[src/sdc_pkg.sv]
// Package: constants, types and carriers of the x16 DDR3 command pin front end
// Notes on behaviour
// - Sample control/address at CK rise, CK# fall
// - Read strobes are referenced to CK crossings
// - ACT row, READ/WRITE column, A10 auto precharge
// - PRECHARGE: A10 low one bank, high all
// - OTF enabled: A12 high BL8, low BC4
// - Bank inputs select bank for ACT/RD/WR/PRE
// - LOAD MODE: bank inputs pick MR0-MR3, address op-code
// - Chip select high masks every command
// - Command from row, column, write strobes plus select
// - Clock enable low enters power-down or self refresh
// - Self-refresh exit on clock enable without clock
// - Power states switch off unused input buffers
// - Lower mask high discards lower data byte
// - Termination control drives data, strobe, mask termination
// - Termination control ignored when disabled by mode
// - Reset active low, asynchronous both ways
// - Upper mask high discards upper data byte
// - Read strobe edge-aligned with data; writes centred
package sdc_pkg;

   localparam int              ROW_W      = 15;
   localparam int              DQ_W       = 16;
   localparam int              BANKS      = 8;
   localparam int              MR_N       = 4;
   localparam int              A10_POS    = 10;
   localparam int              A12_POS    = 12;
   localparam int              MR0_BL_LSB = 0;
   localparam int              MR1_RTT0   = 2;
   localparam int              MR1_RTT1   = 6;
   localparam int              MR1_RTT2   = 9;
   localparam logic [1:0]      BL_FIX8    = 2'h0;
   localparam logic [1:0]      BL_OTF     = 2'h1;
   localparam logic [1:0]      BL_FIX4    = 2'h2;
   localparam logic [3:0]      BEATS_BL8  = 4'h8;
   localparam logic [3:0]      BEATS_BC4  = 4'h4;
   localparam logic [ROW_W-1:0] MR_RST    = 15'h0000;
   // Command codes as {cs_n, ras_n, cas_n, we_n}
   localparam logic [3:0]      ENC_MRS    = 4'h0;
   localparam logic [3:0]      ENC_REF    = 4'h1;
   localparam logic [3:0]      ENC_PRE    = 4'h2;
   localparam logic [3:0]      ENC_ACT    = 4'h3;
   localparam logic [3:0]      ENC_WR     = 4'h4;
   localparam logic [3:0]      ENC_RD     = 4'h5;
   localparam logic [3:0]      ENC_ZQC    = 4'h6;

   typedef enum logic [3:0] {
      CMD_DES, CMD_NOP, CMD_ACT, CMD_RD, CMD_WR, CMD_PRE, CMD_REF, CMD_MRS, CMD_ZQC
   } sdc_cmd_t;

   typedef enum logic [1:0] {PWR_ACT, PWR_PPD, PWR_APD, PWR_SREF} sdc_pwr_t;

   typedef struct packed {
      logic             cke;
      logic             cs_n;
      logic             ras_n;
      logic             cas_n;
      logic             we_n;
      logic [2:0]       ba;
      logic [ROW_W-1:0] a;
      logic             odt;
   } sdc_ca_t;

   typedef struct packed {
      logic            ldqs;
      logic            ldm;
      logic            udm;
      logic [DQ_W-1:0] dq;
   } sdc_wd_t;

   typedef struct packed {
      logic             valid;
      sdc_cmd_t         cmd;
      logic [2:0]       ba;
      logic [ROW_W-1:0] addr;
      logic             ap;
      logic             bc4;
   } sdc_req_t;

   typedef struct packed {
      logic            valid;
      logic [DQ_W-1:0] data;
      logic [1:0]      be;
   } sdc_wbeat_t;

   typedef struct packed {
      logic            oe;
      logic [DQ_W-1:0] dq;
      logic            ldqs;
      logic            ldqs_n;
      logic            udqs;
      logic            udqs_n;
   } sdc_rd_t;

   localparam sdc_rd_t    RD_IDLE  = '{oe: 1'b0, dq: 16'h0000, ldqs: 1'b0, ldqs_n: 1'b1,
                                       udqs: 1'b0, udqs_n: 1'b1};
   localparam sdc_req_t   REQ_IDLE = '{valid: 1'b0, cmd: CMD_NOP, ba: 3'h0,
                                       addr: 15'h0000, ap: 1'b0, bc4: 1'b0};
   localparam sdc_wbeat_t WB_IDLE  = '{valid: 1'b0, data: 16'h0000, be: 2'h0};

endpackage

[src/sdc_top.sv]
// Module: device-side command, address, power and data-pin front end of a x16 DDR3 part
`timescale 1ns/100ps
`default_nettype none

module sdc_top (
   input  wire logic                        I_CLK,       // 25 MHz block clock
   input  wire logic                        I_RESET,     // Block reset, active high
   input  wire logic                        I_RESET_N,   // Device reset pin, active low
   input  wire logic                        I_CK,        // Differential clock, true
   input  wire logic                        I_CK_N,      // Differential clock, complement
   input  wire sdc_pkg::sdc_ca_t            I_CA,        // Command/address/control pins
   input  wire sdc_pkg::sdc_wd_t            I_WD,        // Write data, masks, lower strobe
   input  wire logic [sdc_pkg::DQ_W-1:0]    I_RD_DATA,   // Read data from the array
   output var  sdc_pkg::sdc_req_t           O_CMD,       // Accepted command, one cycle
   output var  sdc_pkg::sdc_wbeat_t         O_WBEAT,     // Write beat with byte enables
   output var  sdc_pkg::sdc_rd_t            O_RD,        // Read data/strobe drive
   output var  logic                        O_RD_REQ,    // Read beat taken, pulse
   output var  logic                        O_ODT_ON,    // Termination on DQ/DQS/DM
   output var  logic [sdc_pkg::BANKS-1:0]   O_BANK_OPEN, // Row open per bank
   output var  sdc_pkg::sdc_pwr_t           O_PWR,       // Power state
   output var  logic                        O_CORE_EN,   // Internal clocks/circuitry on
   output var  logic                        O_CA_BUF_EN, // Command/address buffers on
   output var  logic                        O_CK_BUF_EN, // Clock and termination buffers on
   output var  logic                        O_BAD_CMD,   // Command to wrong bank state
   output var  logic [4*sdc_pkg::ROW_W-1:0] O_MR         // Mode registers 3..0
);
   import sdc_pkg::*;

   // ------------------------------------------------------------
   // Functions
   // ------------------------------------------------------------
   function automatic sdc_cmd_t decode(input logic [3:0] c);
      sdc_cmd_t r;
      r = CMD_NOP;
      case (c)
         ENC_MRS: r = CMD_MRS;
         ENC_REF: r = CMD_REF;
         ENC_PRE: r = CMD_PRE;
         ENC_ACT: r = CMD_ACT;
         ENC_WR:  r = CMD_WR;
         ENC_RD:  r = CMD_RD;
         ENC_ZQC: r = CMD_ZQC;
         default: r = c[3] ? CMD_DES : CMD_NOP;
      endcase
      return r;
   endfunction

   function automatic logic [BANKS-1:0] bank_hot(input logic [2:0] ba);
      return 8'h01 << ba;
   endfunction

   // ------------------------------------------------------------
   // Reset and synchronisers
   // ------------------------------------------------------------
   // The pin reset joins the block reset without a clock, so it takes
   // effect and lets go even while the link clock stands still.
   wire logic arst = I_RESET | ~I_RESET_N;

   sdc_ca_t    ca_s1_r;
   sdc_ca_t    ca_s2_r;
   sdc_wd_t    wd_s1_r;
   sdc_wd_t    wd_s2_r;
   logic [1:0] ck_s1_r;
   logic [1:0] ck_s2_r;
   logic       xing_prev_r;
   logic       ldqs_prev_r;

   always_ff @(posedge I_CLK or posedge arst) begin
      if (arst) begin
         ca_s1_r <= '0;
         ca_s2_r <= '0;
      end else begin
         ca_s1_r <= I_CA;
         ca_s2_r <= ca_s1_r;
      end
   end

   always_ff @(posedge I_CLK or posedge arst) begin
      if (arst) begin
         wd_s1_r <= '0;
         wd_s2_r <= '0;
      end else begin
         wd_s1_r <= I_WD;
         wd_s2_r <= wd_s1_r;
      end
   end

   always_ff @(posedge I_CLK or posedge arst) begin
      if (arst) begin
         ck_s1_r     <= 2'h1;
         ck_s2_r     <= 2'h1;
         xing_prev_r <= 1'b0;
         ldqs_prev_r <= 1'b0;
      end else begin
         ck_s1_r     <= {I_CK, I_CK_N};
         ck_s2_r     <= ck_s1_r;
         xing_prev_r <= ck_s2_r[1] & ~ck_s2_r[0];
         ldqs_prev_r <= wd_s2_r.ldqs;
      end
   end

   // ------------------------------------------------------------
   // Clock crossing and command decode
   // ------------------------------------------------------------
   // Only a rising CK together with a falling CK# counts, so a
   // single-ended glitch on one leg does not clock in a command.
   wire logic     xing    = ck_s2_r[1] & ~ck_s2_r[0];
   wire logic     ck_rise = xing & ~xing_prev_r;
   wire logic     ck_fall = ~xing & xing_prev_r;
   wire logic     ck_edge = ck_rise | ck_fall;
   wire logic     cke     = ca_s2_r.cke;
   wire sdc_cmd_t cmd_w   = decode({ca_s2_r.cs_n, ca_s2_r.ras_n,
                                    ca_s2_r.cas_n, ca_s2_r.we_n});

   sdc_pwr_t           pwr_r;
   sdc_pwr_t           pwr_nxt;
   logic [BANKS-1:0]   open_r;
   logic [BANKS-1:0]   open_nxt;
   logic [ROW_W-1:0]   mr_r [MR_N];
   logic [3:0]         rd_left_r;
   logic [3:0]         rd_left_nxt;
   logic [3:0]         wr_left_r;
   logic [3:0]         wr_left_nxt;

   // Command buffers are only alive in the active state
   wire logic cmd_go = ck_rise & cke & (pwr_r == PWR_ACT)
                       & (cmd_w != CMD_DES) & (cmd_w != CMD_NOP);

   wire logic [BANKS-1:0] hot   = bank_hot(ca_s2_r.ba);
   wire logic             a10   = ca_s2_r.a[A10_POS];
   wire logic             a12   = ca_s2_r.a[A12_POS];
   wire logic             is_rw = (cmd_w == CMD_RD) | (cmd_w == CMD_WR);
   wire logic             any_open = |open_r;

   // ------------------------------------------------------------
   // Burst length selection
   // ------------------------------------------------------------
   wire logic [1:0] bl_mode = mr_r[0][MR0_BL_LSB +: 2];
   wire logic       bc4_w   = (bl_mode == BL_OTF) ? ~a12 : (bl_mode == BL_FIX4);
   wire logic [3:0] beats_w = bc4_w ? BEATS_BC4 : BEATS_BL8;

   // ------------------------------------------------------------
   // Power state
   // ------------------------------------------------------------
   always_comb begin
      pwr_nxt = pwr_r;
      case (pwr_r)
         PWR_ACT: begin
            if (ck_rise && !cke) begin
               if (ca_s2_r.cs_n == 1'b0 && cmd_w == CMD_REF) begin
                  pwr_nxt = PWR_SREF;
               end else if (any_open) begin
                  pwr_nxt = PWR_APD;
               end else begin
                  pwr_nxt = PWR_PPD;
               end
            end
         end
         PWR_PPD, PWR_APD: begin
            if (ck_rise && cke) begin
               pwr_nxt = PWR_ACT;
            end
         end
         PWR_SREF: begin
            // Exit needs no CK edge: the controller may stop the clock here
            if (cke) begin
               pwr_nxt = PWR_ACT;
            end
         end
         default: pwr_nxt = PWR_ACT;
      endcase
   end

   always_ff @(posedge I_CLK or posedge arst) begin
      if (arst) begin
         pwr_r <= PWR_ACT;
      end else begin
         pwr_r <= pwr_nxt;
      end
   end

   // ------------------------------------------------------------
   // Bank bookkeeping
   // ------------------------------------------------------------
   // Auto precharge closes the bank as the command is taken; the burst
   // itself is unaffected, so a read with A10 set still completes.
   always_comb begin
      open_nxt = open_r;
      if (cmd_go) begin
         case (cmd_w)
            CMD_ACT: open_nxt = open_r | hot;
            CMD_PRE: open_nxt = a10 ? '0 : (open_r & ~hot);
            CMD_RD, CMD_WR: open_nxt = a10 ? (open_r & ~hot) : open_r;
            default: open_nxt = open_r;
         endcase
      end
   end

   always_ff @(posedge I_CLK or posedge arst) begin
      if (arst) begin
         open_r <= '0;
      end else begin
         open_r <= open_nxt;
      end
   end

   // Activate to an open bank, or access to a closed one
   wire logic bad_w = cmd_go & (((cmd_w == CMD_ACT) & |(open_r & hot))
                                | (is_rw & ~|(open_r & hot)));

   // ------------------------------------------------------------
   // Mode registers
   // ------------------------------------------------------------
   // A load with the top bank bit set names no register and is dropped.
   wire logic mrs_go = cmd_go & (cmd_w == CMD_MRS) & ~ca_s2_r.ba[2];

   always_ff @(posedge I_CLK or posedge arst) begin
      if (arst) begin
         for (int i = 0; i < MR_N; i++) begin
            mr_r[i] <= MR_RST;
         end
      end else if (mrs_go) begin
         mr_r[ca_s2_r.ba[1:0]] <= ca_s2_r.a;
      end
   end

   // ------------------------------------------------------------
   // Termination control
   // ------------------------------------------------------------
   wire logic rtt_en  = mr_r[1][MR1_RTT0] | mr_r[1][MR1_RTT1] | mr_r[1][MR1_RTT2];
   wire logic odt_nxt = ca_s2_r.odt & rtt_en & (pwr_r != PWR_SREF);

   // ------------------------------------------------------------
   // Burst counters
   // ------------------------------------------------------------
   wire logic rd_beat = (rd_left_r != 4'h0) & ck_edge;
   wire logic wr_beat = (wr_left_r != 4'h0) & (wd_s2_r.ldqs ^ ldqs_prev_r);

   assign rd_left_nxt = (cmd_go && cmd_w == CMD_RD) ? beats_w :
                        rd_beat ? rd_left_r - 4'h1 : rd_left_r;
   assign wr_left_nxt = (cmd_go && cmd_w == CMD_WR) ? beats_w :
                        wr_beat ? wr_left_r - 4'h1 : wr_left_r;

   always_ff @(posedge I_CLK or posedge arst) begin
      if (arst) begin
         rd_left_r <= 4'h0;
         wr_left_r <= 4'h0;
      end else begin
         rd_left_r <= rd_left_nxt;
         wr_left_r <= wr_left_nxt;
      end
   end

   // ------------------------------------------------------------
   // Read drive
   // ------------------------------------------------------------
   // Strobe follows the CK level at each crossing, so every data change after
   // the first beat of a burst lands on a strobe edge; the core must hold the next word ready.
   sdc_rd_t rd_nxt;

   always_comb begin
      rd_nxt = O_RD;
      if (rd_beat) begin
         rd_nxt.oe     = 1'b1;
         rd_nxt.dq     = I_RD_DATA;
         rd_nxt.ldqs   = ck_rise;
         rd_nxt.ldqs_n = ~ck_rise;
         rd_nxt.udqs   = ck_rise;
         rd_nxt.udqs_n = ~ck_rise;
      end else if (ck_edge) begin
         rd_nxt = RD_IDLE;
      end
   end

   always_ff @(posedge I_CLK or posedge arst) begin
      if (arst) begin
         O_RD     <= RD_IDLE;
         O_RD_REQ <= 1'b0;
      end else begin
         O_RD     <= rd_nxt;
         O_RD_REQ <= rd_beat;
      end
   end

   // ------------------------------------------------------------
   // Write capture
   // ------------------------------------------------------------
   // Data and masks pass the same two stages as the strobe, so the
   // beat stays lined up with its own mask bits.
   always_ff @(posedge I_CLK or posedge arst) begin
      if (arst) begin
         O_WBEAT <= WB_IDLE;
      end else begin
         O_WBEAT.valid <= wr_beat;
         O_WBEAT.data  <= wd_s2_r.dq;
         O_WBEAT.be    <= {~wd_s2_r.udm, ~wd_s2_r.ldm};
      end
   end

   // ------------------------------------------------------------
   // Command and status outputs
   // ------------------------------------------------------------
   always_ff @(posedge I_CLK or posedge arst) begin
      if (arst) begin
         O_CMD <= REQ_IDLE;
      end else begin
         O_CMD.valid <= cmd_go;
         O_CMD.cmd   <= cmd_w;
         O_CMD.ba    <= ca_s2_r.ba;
         O_CMD.addr  <= ca_s2_r.a;
         O_CMD.ap    <= a10 & is_rw;
         O_CMD.bc4   <= bc4_w & is_rw;
      end
   end

   always_ff @(posedge I_CLK or posedge arst) begin
      if (arst) begin
         O_ODT_ON    <= 1'b0;
         O_CORE_EN   <= 1'b1;
         O_CA_BUF_EN <= 1'b1;
         O_CK_BUF_EN <= 1'b1;
         O_BAD_CMD   <= 1'b0;
      end else begin
         if (ck_rise || pwr_r == PWR_SREF) begin
            O_ODT_ON <= odt_nxt;
         end
         O_CORE_EN   <= (pwr_nxt == PWR_ACT);
         O_CA_BUF_EN <= (pwr_nxt == PWR_ACT);
         O_CK_BUF_EN <= (pwr_nxt != PWR_SREF);
         O_BAD_CMD   <= bad_w;
      end
   end

   assign O_PWR       = pwr_r;
   assign O_BANK_OPEN = open_r;
   assign O_MR        = {mr_r[3], mr_r[2], mr_r[1], mr_r[0]};

endmodule // sdc_top

`default_nettype wire

[config.mk]
export PLATFORM = sky130hd
export DESIGN_NAME = sdc_top
export DESIGN_NICKNAME = d
export VERILOG_FILES = /design/src/sdc_pkg.sv /design/src/sdc_top.sv
export SDC_FILE = /design/constraint.sdc
export NUM_CORES = 1
export LEC_CHECK = 0
export ABC_AREA = 1
export BUFFER_PORTS_ARGS = -buffer_cell sky130_fd_sc_hd__buf_2
export CORE_UTILIZATION = 49
export CTS_BUF_LIST = sky130_fd_sc_hd__clkbuf_8
export DETAILED_ROUTE_END_ITERATION = 16
export GPL_ROUTABILITY_DRIVEN = 0
export PLACE_DENSITY = 0.76
export SYNTH_ARGS = -nofsm -noshare
export SYNTH_HDL_FRONTEND = slang
export SYNTH_SLANG_ARGS = --single-unit
[constraint.sdc]
create_clock -name I_CLK -period 15.3 [get_ports I_CLK]
set_clock_uncertainty 0.05 [all_clocks]
set_input_delay 0.765 -clock I_CLK [delete_from_list [all_inputs] [get_ports I_CLK]]
set_output_delay 0.765 -clock I_CLK [all_outputs]
set_load 0.02 [all_outputs]
# Yosys cells after proc, flatten, opt, wreduce, memory -nomap -nowiden
# Cells that the tools add are included.
# classes
n_addsub	2
order_cmp	2
eq_ne	21
shifts	1
muxes	22
bitwise	40
reduce_logical	24
# ops
cell	count
bitwise mux 60 bit	1
two-way mux 21 bit	2
demux 15 bit (select 2 bit)	1
== test 4 x 3 -> 1 bit, second input constant	7
one-hot mux 4 bit (7 select lines)	1
one-hot mux 8 bit (3 select lines)	1
two-way mux 4 bit	5
bitwise AND 1 bit	18
bitwise AND 8 bit	2
== test 4 x 2 -> 1 bit, second input constant	4
two-way mux 8 bit	2
OR reduction 8 bit	2
two-way mux 15 bit	1
nonzero test 4 bit	3
two-way mux 2 bit	5
NOT 1 bit	10
NOT 8 bit	1
bitwise OR 8 bit	1
left shift 1 x 3 -> 8 bit, first input constant	1
subtractor 4 x 1 -> 4 bit, second input constant	2
== test 2 bit, second input constant	3
logical AND 1 bit	6
inequality test 2 bit, second input constant	3
bitwise OR 1 bit	6
17 further kinds	24
# totals
register_bits	240
wordCells	168

# Depth between registers and ports, before layout
# logic_depth
ltp_word	9
mapped_depth	12
mapped_depth_nobuf	11

# Worst setup path before layout
# No wires, ideal clock.
# synth_path
kind	register -> register
startpoint	reg ck_s2_r[0]
endpoint	reg O_RD[10] (netlist name)
arrival_time_ns	1.715
path_slack_ns	13.414
path_stages_with_launch	9
n_path_buf	2
period_less_slack_ns	1.886
path_cell_list	dfstp_2 > nor2_1 > ha_1 > buf_2 > inv_1 > nand2_1 > clkinv_1 > buf_2 > a22o_1
# synth_via
elab_chain_len	7
word_cells_on_any_way	9
cone_classes	mux: 1; bitwise: 7; reduce/logical: 1
# synth_rtl
item	line_no	source
from (decl)	sdc_top.sv:64	logic [1:0] ck_s2_r;
from (signal assigned)	sdc_top.sv:96	ck_s2_r <= ck_s1_r;
NOT 1 bit *	sdc_top.sv:107	wire logic xing = ck_s2_r[1] & ~ck_s2_r[0];
bitwise AND 1 bit *	sdc_top.sv:107	
net xing	sdc_top.sv:107	
NOT 1 bit	sdc_top.sv:109	wire logic ck_fall = ~xing & xing_prev_r;
bitwise AND 1 bit	sdc_top.sv:109	
bitwise OR 1 bit *	sdc_top.sv:110	wire logic ck_edge = ck_rise | ck_fall;
bitwise AND 1 bit *	sdc_top.sv:236	wire logic rd_beat = (rd_left_r != 4'h0) & ck_edge;
net rd_beat	sdc_top.sv:236	
two-way mux 21 bit or nonzero test 2 bit (tied branches)	--	
to (signal assigned)	sdc_top.sv:280	O_RD <= rd_nxt;
to (decl)	sdc_top.sv:16	output var sdc_pkg::sdc_rd_t O_RD,
# Mark *: on every way through the listed nets, which the timed path passes. The rest lies on a longest branch.
# A chain may end at the register's enable or synchronous reset.

# Final worst setup path
# layout_path
startpoint	reg ck_s2_r[0]
endpoint	reg mr_r, in the netlist O_MR[0]
# layout_via
elab_chain_len	9
# layout_rtl
item	line_no	source
NOT 1 bit	sdc_top.sv:107	
bitwise AND 1 bit	sdc_top.sv:107	
net xing	sdc_top.sv:107	
bitwise AND 1 bit	sdc_top.sv:108	wire logic ck_rise = xing & ~xing_prev_r;
bitwise AND 1 bit (2 in a row)	sdc_top.sv:126	wire logic cmd_go = ck_rise & cke & (pwr_r == PWR_ACT)
bitwise AND 1 bit (2 in a row)	sdc_top.sv:127	& (cmd_w != CMD_DES) & (cmd_w != CMD_NOP);
bitwise AND 1 bit (2 in a row)	sdc_top.sv:215	wire logic mrs_go = cmd_go & (cmd_w == CMD_MRS) & ~ca_s2_r.ba[2];
to (signal, indexed assignment)	sdc_top.sv:223	mr_r[ca_s2_r.ba[1:0]] <= ca_s2_r.a;
to (decl)	sdc_top.sv:119	logic [ROW_W-1:0] mr_r [MR_N];
# The timed path passes the listed nets, and every way through them passes these cells.

==> results.sh <==
export IMPL_status="complete, no violations"
export IMPL_wl_um=15800
export IMPL_core_area_mm2=0.0159
export IMPL_rsz0062_at_grt="no"
export IMPL_ios=205
export IMPL_worstHoldPathType="flop to flop"
export IMPL_port_buffers=204
export IMPL_grt_pass1_wl_um=25300
export IMPL_synth_edf_count=0
export IMPL_synth_cell_types=31
export IMPL_wl_met3_um=1200
export IMPL_p_int_uw=1060
export IMPL_cp_top_family="simple AND/OR/NAND/NOR gates"
export IMPL_insertion_delay_ps=520
export IMPL_seqPwrFrac_pct=49.1
export IMPL_crit_start="ck_s2_r[0]"
export IMPL_wl_met2_um=7530
export IMPL_cts_hold_fix_buffers=0
export IMPL_cts_buffers=39
export IMPL_yosysWarnings=0
export IMPL_start_util_pct=50.4
export IMPL_vias=5303
export IMPL_cts_repair_resized=0
export IMPL_antenna_left=0
export IMPL_dp_hpwl_um=10700
export IMPL_nNetsFinal=938
export IMPL_ys_ff_latch=238
export IMPL_syn_inst=639
export IMPL_hold_worst_slack_ps=293
export IMPL_die_w_um=130
export IMPL_num_rows=46
export IMPL_cp_end_kind="flop"
export IMPL_fillers=1299
export IMPL_worst_ep_required_time_ps=15650
export IMPL_crit_chain="nor2_1 -> ha_1 -> nand2_2 -> nor2_4 -> inv_2 -> nor2_2 -> nand3_1 -> o21ai_0"
export IMPL_startpoint_type="flop"
export IMPL_slew_viol_final=0
export IMPL_ir_drop_uv=101
export IMPL_cap_violations=0
export IMPL_top_layer="met4"
export IMPL_period_share_pct=19.9
export IMPL_drt_met1_wl_um=6570
export IMPL_tns_ps=0
export IMPL_netlist_area_mm2=0.00800
export IMPL_postCtsSetupRepairBufs=0
export IMPL_cts_root_buffer="clkbuf_8"
export IMPL_worst_pin_slew_ps=983
export IMPL_die_area_mm2=0.0168
export IMPL_final_setup_viol_count=0
export IMPL_drive_gt1_share_pct=32.7
export IMPL_r2r_start="ck_s2_r[0]"
export IMPL_p_sw_share_pct=27.0
export IMPL_cpMaxStageDelayCell="nand3_1"
export IMPL_post_route_drc_count=0
export IMPL_timing_fmax_mhz=329
export IMPL_clkSinkCount=238
export IMPL_grt_ovfl_total=0
export IMPL_cts_buffer_depth=3
export IMPL_clk_pin_slew_ps=60
export IMPL_regArea_mm2=0.00596
export IMPL_min_from="ca_s1_r[3]"
export IMPL_diodes=0
export IMPL_r2r_slack_ps=12260
export IMPL_relSlewSlack_pct=34.3
export IMPL_postSynth_asyncResetShare_pct=100
export IMPL_p_sw_uw=393
export IMPL_track_usage_pct=19.3
export IMPL_routed_via_density=4.78
export IMPL_path_depth=8
export IMPL_hold_viol_final=0
export IMPL_antenna_found_initial=0
export IMPL_ys_seq_area_share_pct=74.6
export IMPL_synth_ff_type="dfrtp_1"
export IMPL_drtIter0Drc=206
export IMPL_period_needed_ps=3040
export IMPL_syn2layout_area_growth_pct=24.7
export IMPL_die_y_um=130
export IMPL_wl_per_cell_um=14.2
export IMPL_syn_nets=710
export IMPL_grt_pass1_vias=5239
export IMPL_multi_input_area_mm2=0.00168
export IMPL_cp_num_buf_inv=1
export IMPL_cp_arrival_ps=3390
export IMPL_reg2reg_to="O_MR[0]"
export IMPL_p_leak_uw=0.00538
export IMPL_pwr_share_clk_pct=37.1
export IMPL_cts_tree="built"
export IMPL_cts_max_level=2
export IMPL_r2r_cells=8
export IMPL_grt_start_max_net_pins=81
export IMPL_syn_avg_cell_area_um2=12.5
export IMPL_crit_fanout=30
export IMPL_worst_setup_path_type="flop to flop"
export IMPL_slowest_delay_ps=840
export IMPL_dr_pass1_iters=4
export IMPL_combPwrFrac_pct=13.8
export IMPL_worstSetupEndpoint="O_MR[0]"
export IMPL_p_per_area_mw_per_mm2=146
## layer usage
layer / vias up / track usage, %
met5: - / 0
met4: 0 / 9.37
met3: 36 / 6.40
met2: 184 / 30.5
met1: 2560 / 24.2
li1: 2523 / -
## sequential cells by signal, summed over array words and instances (netlist names), 4 cells and up
name,count
O_CMD,25
ca_s2_r,21
wd_s2_r,19
wd_s1_r,19
O_BANK_OPEN,8
ca_s1_r,24
rd_left_r,4
O_RD,19
O_WBEAT,19
O_MR,60
wr_left_r,4
## cell families (layout without fill, tap and decap cells)
family	count (synthesis)	in the layout	synth area share [%]
AO/OA/AOI/OAI	106	106	8.46
XOR/XNOR	5	5	0.548
adder cells (fa/ha/maj)	7	7	1.09
buffers and inverters	81	335	4.49
flip-flops	238	238	74.6
AND/OR/NAND/NOR	202	202	10.9
## final cells by class
type,instances,share of cell area (%)
flip-flops and latches,238,59.8
multi-input cells,320,16.9
repair buffers,207,10.5
clock buffers,49,6.76
well taps,216,2.71
inverters,61,2.30
clock inverters,18,1.09
## per-stage QoR
stage	area [um2]	utilization (%)	power [uW]	setup slack, ps	cells
2_1_floorplan	8000	-	862	131	639
3_3_place_gp	9190	57.9	921	12450	1042
3_5_place_dp	9190	57.9	928	12280	1042
4_1_cts	9970	62.8	1480	12230	1109
5_1_grt	9970	62.8	1530	11970	1109
6_report	9970	62.8	1450	12260	1109
## power by group through the flow
stage	sequential, uW	clock (uW)	combinational (uW)
final	714	540	201
after global routing	721	583	227
after CTS	714	558	205
after detailed placement	724	0	204
after global placement	722	0	199
after floorplan	759	0	103
## cells in the final DEF, fill, tap and decap left out
cell	instances
o21bai_1	8
xnor2_1	2
clkinv_2	1
dfrtp_1	232
o211ai_1	1
bufinv_16	1
buf_4	3
inv_1	72
nand2_1	128
o31ai_1	1
nor2_2	2
clkbuf_8	49
clkinv_1	1
clkinvlp_4	1
a21oi_1	7
nor2_1	25
nand3_4	1
nor3_1	1
buf_2	204
nand2_2	2
nand4_1	12
a22o_1	16
inv_6	2
o22ai_1	1
nand3_1	28
o21ai_0	56
o21ai_2	16
ha_1	7
dfstp_2	6
inv_2	1
nor3_4	1
nor2_4	2
xor2_1	3
## cells in the mapped netlist, drive strengths merged (2+ instances only)
cell,n,area [um2]
a21oi,7,35.0
o21ai,72,420
nor3,2,21.3
dfrtp,232,5810
o21bai,8,60.1
nand3,29,158
xor2,3,26.3
clkbuf,3,11.3
xnor2,2,17.5
dfstp,6,158
buf,17,119
inv,60,225
nand2,130,493
a22o,16,140
nand4,12,75.1
nor2,29,121
ha,7,87.6
## worst min-delay path by stage
stage             endpoint  slack (ps)  depth (start not counted)
2_1_floorplan  O_WBEAT[10]         280                          0
3_3_place_gp    O_WBEAT[7]         280                          0
3_5_place_dp   O_WBEAT[12]         280                          0
4_1_cts         wd_s1_r[3]         260                          1
5_1_grt         wd_s1_r[3]         260                          1
6_report        ca_s2_r[3]         290                          0
No activity file was read; power rests on OpenSTA's default activity.
